`src/hdl/core_timing_pkg.sv`:
```
// Constants for the core memory timing and read-sense block.
// Assumes a single 100 MHz clock; times below are given in ns and rounded up to whole clock cycles.
package core_timing_pkg;

	// ------------------------------------------------------------
	// Clock and timing
	// ------------------------------------------------------------
	localparam int CLK_PERIOD_NS = 10;
	localparam int DELAY_NS = 15000;
	localparam int DELAY_CYC = (DELAY_NS + CLK_PERIOD_NS - 1) / CLK_PERIOD_NS;
	localparam int TAP_STEP_NS = 500;
	localparam int TAP_STEP_CYC = (TAP_STEP_NS + CLK_PERIOD_NS - 1) / CLK_PERIOD_NS;
	localparam int STRETCH_NS = 1000;
	localparam int STRETCH_CYC = (STRETCH_NS + CLK_PERIOD_NS - 1) / CLK_PERIOD_NS;

	// ------------------------------------------------------------
	// Widths
	// ------------------------------------------------------------
	localparam int NUM_TAPS = 30;
	localparam int NUM_USED = 8;
	localparam int WORD_W = 6;
	localparam int DELAY_CNT_W = 11;
	localparam int STEP_CNT_W = 6;
	localparam int TAP_IDX_W = 5;
	localparam int STRETCH_CNT_W = 7;

	// ------------------------------------------------------------
	// Taps that steer the memory cycle
	// ------------------------------------------------------------
	localparam logic [TAP_IDX_W-1:0] TAP_READ_ON = 5'h01;
	localparam logic [TAP_IDX_W-1:0] TAP_STROBE_ON = 5'h03;
	localparam logic [TAP_IDX_W-1:0] TAP_READ_OFF = 5'h05;
	localparam logic [TAP_IDX_W-1:0] TAP_STROBE_OFF = 5'h05;
	localparam logic [TAP_IDX_W-1:0] TAP_INH_ON = 5'h06;
	localparam logic [TAP_IDX_W-1:0] TAP_WRITE_ON = 5'h07;
	localparam logic [TAP_IDX_W-1:0] TAP_WRITE_OFF = 5'h0B;
	localparam logic [TAP_IDX_W-1:0] TAP_INH_OFF = 5'h0C;
	localparam logic [NUM_USED-1:0][TAP_IDX_W-1:0] USED_TAPS = {
		5'h0C, 5'h0B, 5'h07, 5'h06, 5'h05, 5'h03, 5'h01, 5'h00};

	// ------------------------------------------------------------
	// Reset values
	// ------------------------------------------------------------
	localparam logic [WORD_W-1:0] WORD_RESET = 6'h00;
	localparam logic [NUM_TAPS-1:0] TAPS_RESET = 30'h0000_0000;

	typedef enum logic [1:0] {
		CHAIN_IDLE,
		CHAIN_RUN,
		CHAIN_HOLD
	} chain_state_e;

endpackage

```
`src/hdl/sense_gate.sv`:
```
// One bit of the read sense gate with its output stretcher.
// Sense inputs come from the core plane and are synchronised here;
// strobe and enable come from logic on the same clock.
`timescale 1ns/10ps
`default_nettype none

module sense_gate (
	// Clock and reset
	input wire logic clk_i,
	input wire logic resetn_i,
	// Sense line, either polarity
	input wire logic sense_pos_i,
	input wire logic sense_neg_i,
	// Gating
	input wire logic strobe_i,
	input wire logic enable_i,
	// Stretched result
	output logic bit_o
);

	logic [1:0] pos_sync_q, pos_sync_d;
	logic [1:0] neg_sync_q, neg_sync_d;
	logic [core_timing_pkg::STRETCH_CNT_W-1:0] cnt_q, cnt_d;
	logic bit_q, bit_d;
	logic hit;

	// ------------------------------------------------------------
	// Coincidence and stretch
	// ------------------------------------------------------------
	always_comb begin
		pos_sync_d = {pos_sync_q[0], sense_pos_i};
		neg_sync_d = {neg_sync_q[0], sense_neg_i};
		hit = (pos_sync_q[1] | neg_sync_q[1]) & strobe_i & enable_i;
		cnt_d = cnt_q;
		if (hit) begin
			cnt_d = core_timing_pkg::STRETCH_CNT_W'(core_timing_pkg::STRETCH_CYC);
		end else if (cnt_q != '0) begin
			cnt_d = cnt_q - 1'b1;
		end
		bit_d = (cnt_d != '0);
	end

	always_ff @(posedge clk_i or negedge resetn_i) begin
		if (!resetn_i) begin
			pos_sync_q <= 2'h0;
			neg_sync_q <= 2'h0;
			cnt_q <= '0;
			bit_q <= 1'b0;
		end else begin
			pos_sync_q <= pos_sync_d;
			neg_sync_q <= neg_sync_d;
			cnt_q <= cnt_d;
			bit_q <= bit_d;
		end
	end

	assign bit_o = bit_q;

endmodule // sense_gate

`default_nettype wire

```
`src/hdl/core_memory_timing_sense.sv`:
```
// Timing and read-sense logic of a small core memory section:
// a fixed pulse delay, a tapped timing chain and a per-bit sense gate.
// Pins from the core planes and the trigger pins are asynchronous;
// the store-new-word request comes from logic on the same clock.
`timescale 1ns/10ps
`default_nettype none

module core_memory_timing_sense (
	// Clock and reset
	input wire logic clk_i,
	input wire logic resetn_i,
	// Pulse delay element, active low
	input wire logic delay_in_n_i,
	output logic delay_out_n_o,
	// Timing chain
	input wire logic op_start_i,
	output logic [core_timing_pkg::NUM_TAPS-1:0] tap_o,
	output logic [core_timing_pkg::NUM_USED-1:0] timing_o,
	// Read/write control
	input wire logic load_new_i,
	input wire logic [core_timing_pkg::WORD_W-1:0] new_word_i,
	// Core plane drive and sense
	input wire logic [core_timing_pkg::WORD_W-1:0] sense_pos_i,
	input wire logic [core_timing_pkg::WORD_W-1:0] sense_neg_i,
	output logic read_drive_o,
	output logic write_drive_o,
	output logic [core_timing_pkg::WORD_W-1:0] inhibit_o,
	// Sense gating and data buffer
	output logic strobe_o,
	output logic enable_o,
	output logic [core_timing_pkg::WORD_W-1:0] sense_bit_o,
	output logic [core_timing_pkg::WORD_W-1:0] data_word_o
);

	localparam int W = core_timing_pkg::WORD_W;
	localparam int NT = core_timing_pkg::NUM_TAPS;

	// ------------------------------------------------------------
	// Pulse delay element
	// ------------------------------------------------------------
	logic [1:0] din_sync_q, din_sync_d;
	logic din_prev_q, din_prev_d;
	logic [core_timing_pkg::DELAY_CNT_W-1:0] dly_cnt_q, dly_cnt_d;
	logic dout_n_q, dout_n_d;

	always_comb begin
		din_sync_d = {din_sync_q[0], delay_in_n_i};
		din_prev_d = din_sync_q[1];
		dly_cnt_d = dly_cnt_q;
		if (!din_sync_q[1]) begin
			// Input held low: output stays idle
			dly_cnt_d = '0;
		end else if (!din_prev_q) begin
			// Trailing edge of the input pulse starts the output
			dly_cnt_d = core_timing_pkg::DELAY_CNT_W'(core_timing_pkg::DELAY_CYC);
		end else if (dly_cnt_q != '0) begin
			dly_cnt_d = dly_cnt_q - 1'b1;
		end
		dout_n_d = (dly_cnt_d == '0);
	end

	always_ff @(posedge clk_i or negedge resetn_i) begin
		if (!resetn_i) begin
			din_sync_q <= 2'h3;
			din_prev_q <= 1'b1;
			dly_cnt_q <= '0;
			dout_n_q <= 1'b1;
		end else begin
			din_sync_q <= din_sync_d;
			din_prev_q <= din_prev_d;
			dly_cnt_q <= dly_cnt_d;
			dout_n_q <= dout_n_d;
		end
	end

	assign delay_out_n_o = dout_n_q;

	// ------------------------------------------------------------
	// Tapped timing chain
	// ------------------------------------------------------------
	logic [1:0] start_sync_q, start_sync_d;
	logic start_prev_q, start_prev_d;
	core_timing_pkg::chain_state_e state_q, state_d;
	logic [core_timing_pkg::STEP_CNT_W-1:0] step_q, step_d;
	logic [core_timing_pkg::TAP_IDX_W-1:0] idx_q, idx_d;
	logic [NT-1:0] tap_q, tap_d;
	logic launch;

	always_comb begin
		start_sync_d = {start_sync_q[0], op_start_i};
		start_prev_d = start_sync_q[1];
		launch = start_sync_q[1] & ~start_prev_q;
		state_d = state_q;
		step_d = step_q;
		idx_d = idx_q;
		tap_d = tap_q;
		unique case (state_q)
			core_timing_pkg::CHAIN_IDLE: begin
				if (launch) begin
					tap_d = core_timing_pkg::TAPS_RESET;
					tap_d[0] = 1'b1;
					step_d = '0;
					idx_d = core_timing_pkg::TAP_IDX_W'(1);
					state_d = core_timing_pkg::CHAIN_RUN;
				end else if (!start_sync_q[1]) begin
					tap_d = core_timing_pkg::TAPS_RESET;
				end
			end
			core_timing_pkg::CHAIN_RUN: begin
				// Runs to the last tap even if the trigger drops early
				if (step_q == core_timing_pkg::STEP_CNT_W'(core_timing_pkg::TAP_STEP_CYC - 1)) begin
					step_d = '0;
					tap_d[idx_q] = 1'b1;
					idx_d = idx_q + 1'b1;
					if (idx_q == core_timing_pkg::TAP_IDX_W'(NT - 1)) begin
						state_d = core_timing_pkg::CHAIN_HOLD;
					end
				end else begin
					step_d = step_q + 1'b1;
				end
			end
			core_timing_pkg::CHAIN_HOLD: begin
				if (!start_sync_q[1]) begin
					tap_d = core_timing_pkg::TAPS_RESET;
					state_d = core_timing_pkg::CHAIN_IDLE;
				end
			end
			default: begin
				state_d = core_timing_pkg::CHAIN_IDLE;
			end
		endcase
	end

	always_ff @(posedge clk_i or negedge resetn_i) begin
		if (!resetn_i) begin
			start_sync_q <= 2'h0;
			start_prev_q <= 1'b0;
			state_q <= core_timing_pkg::CHAIN_IDLE;
			step_q <= '0;
			idx_q <= '0;
			tap_q <= core_timing_pkg::TAPS_RESET;
		end else begin
			start_sync_q <= start_sync_d;
			start_prev_q <= start_prev_d;
			state_q <= state_d;
			step_q <= step_d;
			idx_q <= idx_d;
			tap_q <= tap_d;
		end
	end

	assign tap_o = tap_q;

	for (genvar k = 0; k < core_timing_pkg::NUM_USED; k++) begin : g_used
		assign timing_o[k] = tap_q[core_timing_pkg::USED_TAPS[k]];
	end

	// ------------------------------------------------------------
	// Memory cycle phases
	// ------------------------------------------------------------
	logic read_q, read_d;
	logic write_q, write_d;
	logic strobe_q, strobe_d;
	logic enable_q, enable_d;
	logic [W-1:0] inhibit_q, inhibit_d;
	logic inh_window;
	logic [W-1:0] data_q, data_d;

	always_comb begin
		read_d = tap_q[core_timing_pkg::TAP_READ_ON] & ~tap_q[core_timing_pkg::TAP_READ_OFF];
		write_d = tap_q[core_timing_pkg::TAP_WRITE_ON] & ~tap_q[core_timing_pkg::TAP_WRITE_OFF];
		// Strobe closes before the rewrite starts
		strobe_d = tap_q[core_timing_pkg::TAP_STROBE_ON]
			& ~tap_q[core_timing_pkg::TAP_STROBE_OFF];
		enable_d = ~load_new_i;
		inh_window = tap_q[core_timing_pkg::TAP_INH_ON] & ~tap_q[core_timing_pkg::TAP_INH_OFF];
		inhibit_d = {W{inh_window}} & ~data_q;
	end

	always_ff @(posedge clk_i or negedge resetn_i) begin
		if (!resetn_i) begin
			read_q <= 1'b0;
			write_q <= 1'b0;
			strobe_q <= 1'b0;
			enable_q <= 1'b0;
			inhibit_q <= core_timing_pkg::WORD_RESET;
		end else begin
			read_q <= read_d;
			write_q <= write_d;
			strobe_q <= strobe_d;
			enable_q <= enable_d;
			inhibit_q <= inhibit_d;
		end
	end

	assign read_drive_o = read_q;
	assign write_drive_o = write_q;
	assign strobe_o = strobe_q;
	assign enable_o = enable_q;
	assign inhibit_o = inhibit_q;

	// ------------------------------------------------------------
	// Sense gates and data buffer
	// ------------------------------------------------------------
	logic [W-1:0] sense_bit;

	for (genvar b = 0; b < W; b++) begin : g_sense
		sense_gate u_sense (
			.clk_i(clk_i),
			.resetn_i(resetn_i),
			.sense_pos_i(sense_pos_i[b]),
			.sense_neg_i(sense_neg_i[b]),
			.strobe_i(strobe_q),
			.enable_i(enable_q),
			.bit_o(sense_bit[b])
		);
	end

	always_comb begin
		data_d = data_q | sense_bit;
		if (state_q == core_timing_pkg::CHAIN_IDLE && launch) begin
			// Buffer is cleared before the read, or loaded with the word to store
			data_d = load_new_i ? new_word_i : core_timing_pkg::WORD_RESET;
		end
	end

	always_ff @(posedge clk_i or negedge resetn_i) begin
		if (!resetn_i) begin
			data_q <= core_timing_pkg::WORD_RESET;
		end else begin
			data_q <= data_d;
		end
	end

	assign sense_bit_o = sense_bit;
	assign data_word_o = data_q;

endmodule // core_memory_timing_sense

`default_nettype wire

```
`config.mk`:
```
export PLATFORM = sky130hd
export DESIGN_NAME = core_memory_timing_sense
export DESIGN_NICKNAME = d
export VERILOG_FILES = /design/src/hdl/core_timing_pkg.sv /design/src/hdl/sense_gate.sv /design/src/hdl/core_memory_timing_sense.sv
export SDC_FILE = /design/constraint.sdc
export NUM_CORES = 1
export LEC_CHECK = 0
export ABC_AREA = 1
export CAP_MARGIN = 20
export CORE_MARGIN = 8
export CORE_UTILIZATION = 55
export DETAILED_ROUTE_END_ITERATION = 7
export DONT_BUFFER_PORTS = 1
export GPL_ROUTABILITY_DRIVEN = 0
export PLACE_DENSITY = 0.78
export SLEW_MARGIN = 25
export SYNTH_ARGS = -nofsm -noshare
export SYNTH_HDL_FRONTEND = slang
export SYNTH_SLANG_ARGS = --single-unit
export TNS_END_PERCENT = 30
```
`constraint.sdc`:
```
create_clock -name clk_i -period 2.1 [get_ports clk_i]
set_input_delay 0.525 -clock clk_i [delete_from_list [all_inputs] [get_ports clk_i]]
set_output_delay 0.525 -clock clk_i [all_outputs]
set_load 0.1 [all_outputs]
```
# == Yosys cells after proc, flatten, opt, wreduce, memory -nomap -nowiden ==
# Cells that the tools add are included.
# word_totals
ff_bits,149
in_bits,23
word_cells,148
# op_classes
n_addsub,9
order_cmp,2
n_eq_ne,8
n_mux,34
n_bitwise,32
reduce_logical,23
# ops
cell,n
2-to-1 mux 30 bit,3
one-hot mux 30 bit (3 select lines),1
2-to-1 mux 7 bit,12
nonzero test 7 bit,12
"subtractor 7 x 1 -> 7 bit, second input constant",6
2-to-1 mux 11 bit,3
OR 30 bit,1
2-to-1 mux 6 bit,4
AND 1 bit,17
one-hot mux 6 bit (2 select lines),1
zero test 11 bit,1
nonzero test 11 bit,1
"subtractor 11 x 1 -> 11 bit, second input constant",1
2-to-1 mux 5 bit,2
one-hot mux 5 bit (2 select lines),1
2-to-1 mux 2 bit,4
"inequality test 2 bit, second input constant",4
"adder 6 x 1 -> 6 bit, second input constant",1
AND 6 bit,1
"equality test 6 bit, second input constant",1
"less-than comparator 5 x 6 -> 1 bit, second input constant",1
NOT 6 bit,1
OR 1 bit,6
OR 6 bit,1
other kinds (16),22

# == Depth between registers and ports, before layout ==
# depth
ltp_word,7
depth_mapped,12

# == Hierarchy ==
# Synthesis repeated with hierarchy kept, for this count alone.
# unflattened
hier_cells,811
hier_area_um2,7160.6
# modules_own_cells
mod,instances,cells_per_inst,area_each_um2,seq_area_each_um2
sense_gate,6,70,606.8,300.3
core_memory_timing_sense,1,391,3519.6,1931.9

# == Worst setup path before layout ==
# OpenSTA, ideal clock, no wires.
# synth_path
path_type,flip-flop to output port
start,register tap_q[5] (netlist: tap_o[5])
end,output port timing_o[3] in the netlist's numbering
t_arrival_ns,1.372
t_required_ns,1.575
setup_slack_ns,0.203
path_stages_with_launch,2
n_path_buf,1
cell_sequence,dfrtp_1 > buf_4
# synth_lines
item,line,text
from (decl),core_memory_timing_sense.sv:86,"logic [NT-1:0] tap_q, tap_d;"
from (signal assigned),core_memory_timing_sense.sv:141,tap_q <= core_timing_pkg::TAPS_RESET;
from (signal assigned),core_memory_timing_sense.sv:148,tap_q <= tap_d;
to (decl),core_memory_timing_sense.sv:18,"output logic [core_timing_pkg::NUM_USED-1:0] timing_o,"
# No word-level cell between the ends.

# == Worst setup path in the final report ==
# layout_path
start,register tap_q[29] (netlist: tap_o[29])
end,output port tap_o[29] in the netlist's numbering
# layout_lines
item,line,text
to (decl),core_memory_timing_sense.sv:17,"output logic [core_timing_pkg::NUM_TAPS-1:0] tap_o,"
# No word-level cell between the ends.

==> reports/qor.yml <==
rows: 40
cts.path.max_buffers: 2
relSlewSlack_pct: 37.4
clk_latency_ns: 0.43
cts_buffers: 17
dp_hpwl_um: 10100
internal_power_uw: 6650
synth_edf_count: 0
fp.dieW_um: 127
synth_compound_area_share_pct: 7.90
holdWs_ns: -0.201
wl_um: 14400
fin_crit_sh_pct: 91.3
crit_type: "reg2out"
core_mm2: 0.0120
gr-total-overflow: 0
finalCriticalPeriod_ns: 1.92
worstPathArrival_ns: 1.39
yosys-top-cells-area: "dfrtp_1 (54%), nand2_1 (8.2%), inv_1 (6.6%), nor2_1 (4.9%), ha_1 (4.3%)"
ys_warn_count: 0
htreeDepth: 4
clock_sinks: 149
fmax_mhz: 522
drt_pass1_iterations: 6
synthDominantCellAreaShare_pct: 53.8
r2r_setup_slack_ns: 0.18
area_growth_pct: 16.2
async_reset_ff_share_pct: 100
drive_gt1_share_pct: 13.8
ant_nets: 0
syn_nets: 804
drt_iter0_markers: 296
p_clk_share_pct: 26.7
leakage_uw: 0.00406
p_comb_share_pct: 37.0
fp.dieH_um: 127
finalHoldViolations: 145
required_ns: 1.57
antenna_found_initial: 0
synth_top_family_by_area: "simple AND/OR/NAND/NOR gates"
yosysSeqAreaShare_pct: 55.3
die_area_mm2: 0.0161
crit_path_max_fanout: 2
synth.most_common_cell: "nand2_1"
synthTopCellsByCount: "nand2_1 (147), dfrtp_1 (145), inv_1 (118)"
crit-reg2reg-launch: "state_q[0]$_DFFE_PN0P_"
final_max_slew_viol_count: 0
port_buffers: 0
placed_cells: 936
fill_cells: 933
synthMuxAreaShare_pct: 0.148
hold_path_class: "in2async"
syn_inst: 758
syn-cell-area_mm2: 0.00675
worstMarginPinSlew_ns: 0.939
synth_xor_xnor_area_share_pct: 2.86
cts_root_buffer: "clkbuf_16"
yosysTopAreaCell: "dfrtp_1"
maxCapViolCount: 0
avgSynthCellArea_um2: 8.90
synthSimpleGateAreaFrac_pct: 20.6
powerDensity_mw_per_mm2: 1440
yosysUniqueCellTypes: 42
ios: 84
viasPerCell: 5.30
num_vias: 5131
swShare_pct: 40.9
ir_drop_mv: 1.02
fin_skew_ns: 0.00623
diodes: 0
grt_pass1_vias: 5185
grt_max_degree: 150
clk_pin_slew_ns: 0.06
worstReg2RegEnd: "tap_o[12]$_DFFE_PN0P_"
grt_setup_unrepaired: "false"
start_util_pct: 56.2
crit_path_end_kind: "primary output"
ys_ff_latch: 149
violations: "hold timing"
status: "complete, but fails checks"
reg2reg_depth: 11
drc_errors: 0
cp.depth: 0
wl_per_cell_um: 14.9
setup-violations-final: 0
timing.setup.tns_ns: 0
synthAdderAreaFrac_pct: 4.26
fin_cells: 968
track_usage_pct: 18.7
ys.flop_type: "dfrtp_1"
fin_nets: 854
cp-start-kind: "flop"
cts_tree: "built"
p_switching_uw: 4600
pwr-share-seq_pct: 36.3
grt_pass1_wl_um: 24000
## per-stage QoR
stage / power (uW) / setup WS [ns] / util [%] / instance area [um2]
2_1_floorplan: 7370 / 0.203 / - / 6750
3_3_place_gp: 8000 / 0.316 / 60.3 / 7240
3_5_place_dp: 8220 / 0.206 / 60.3 / 7240
4_1_cts: 11300 / 0.164 / 65.3 / 7840
5_1_grt: 12000 / 0.0138 / 65.3 / 7840
6_report: 11300 / 0.183 / 65.3 / 7840
## cell type report
type / count / area (um2) / area share (%)
timing repair buffer: 50 / 425 / 5.43
sequential: 149 / 3740 / 47.7
multi-input combinational: 463 / 2410 / 30.8
clock buffer: 24 / 502 / 6.40
clock inverter: 8 / 96.3 / 1.23
inverter: 127 / 477 / 6.08
tap: 147 / 184 / 2.35
## cell usage in the layout (no fill, tap or decap), drive strengths merged
cell type,count
a21oi,13
a22o,5
a32o,1
and2,1
buf,50
bufinv,2
clkbuf,24
clkinv,6
clkinvlp,1
dfrtp,145
dfstp,4
ha,23
inv,126
mux2i,1
nand2,151
nand3,45
nand3b,1
nand4,12
nor2,93
nor3,16
nor3b,1
nor4,1
o211ai,1
o21ai,64
o21bai,2
o22ai,5
o31ai,1
o32ai,1
o41ai,1
or2,2
xnor2,9
xor2,13
## flip-flops by register name (all words and copies together) (netlist names)
register and count:
g_sense.u_sense.cnt_q 42, tap_o 30, g_sense.u_sense.neg_sync_q 12, g_sense.u_sense.pos_sync_q 12
dly_cnt_q 11, data_word_o 6, g_sense.u_sense.bit_o 6, inhibit_o 6
step_q 6, idx_q 5, din_sync_q 2, start_sync_q 2
state_q 2, delay_out_n_o 1, din_prev_q 1, enable_o 1
read_drive_o 1, start_prev_q 1, strobe_o 1, write_drive_o 1
## logic make-up after synthesis
kind of cell             count (synthesis)
AO/OA/AOI/OAI                           94
XOR/XNOR                                22
adder cells (fa/ha/maj)                 23
buffers and inverters                  146
flip-flops                             149
multiplexers                             1
AND/OR/NAND/NOR                        323
## repair_timing
action / in CTS / in global routing
hold endpoints to repair: 149 / 149
endpoints found under the setup margin: 0 / 1
setup buffers: 0 / 0
resized for setup: 0 / 1
## metal layers
layer | up-vias | part of all wire [%] | global-route usage [%]
li1 | 2482 | - | -
met1 | 2484 | 43 | 21.4
met2 | 143 | 50 | 32.0
met3 | 22 | 5.5 | 6.58
met4 | 0 | 1.7 | 6.72
met5 | - | 0 | 0
## power groups by stage
| stage | registers [uW] | clock network [uW] | logic (uW) |
|---|---|---|---|
| after floorplan | 4350 | 0 | 3020 |
| after global placement | 4080 | 0 | 3920 |
| after detailed placement | 4120 | 0 | 4100 |
| after CTS | 4080 | 3060 | 4140 |
| after global routing | 4160 | 3190 | 4660 |
| final | 4090 | 3000 | 4160 |
## how the worst max path moves through the flow
stage,from,end
2_1_floorplan,tap_o[5]$_DFFE_PN0P_,timing_o[3]
3_3_place_gp,state_q[0]$_DFFE_PN0P_,tap_o[29]$_DFFE_PN0P_
3_5_place_dp,state_q[1]$_DFFE_PN0P_,tap_o[3]$_DFFE_PN0P_
4_1_cts,tap_o[29]$_DFFE_PN0P_,tap_o[29]
5_1_grt,dly_cnt_q[0]$_DFF_PN0_,delay_out_n_o$_DFF_PN1_
6_report,tap_o[29]$_DFFE_PN0P_,tap_o[29]
Power figures use the tool's default switching activity.
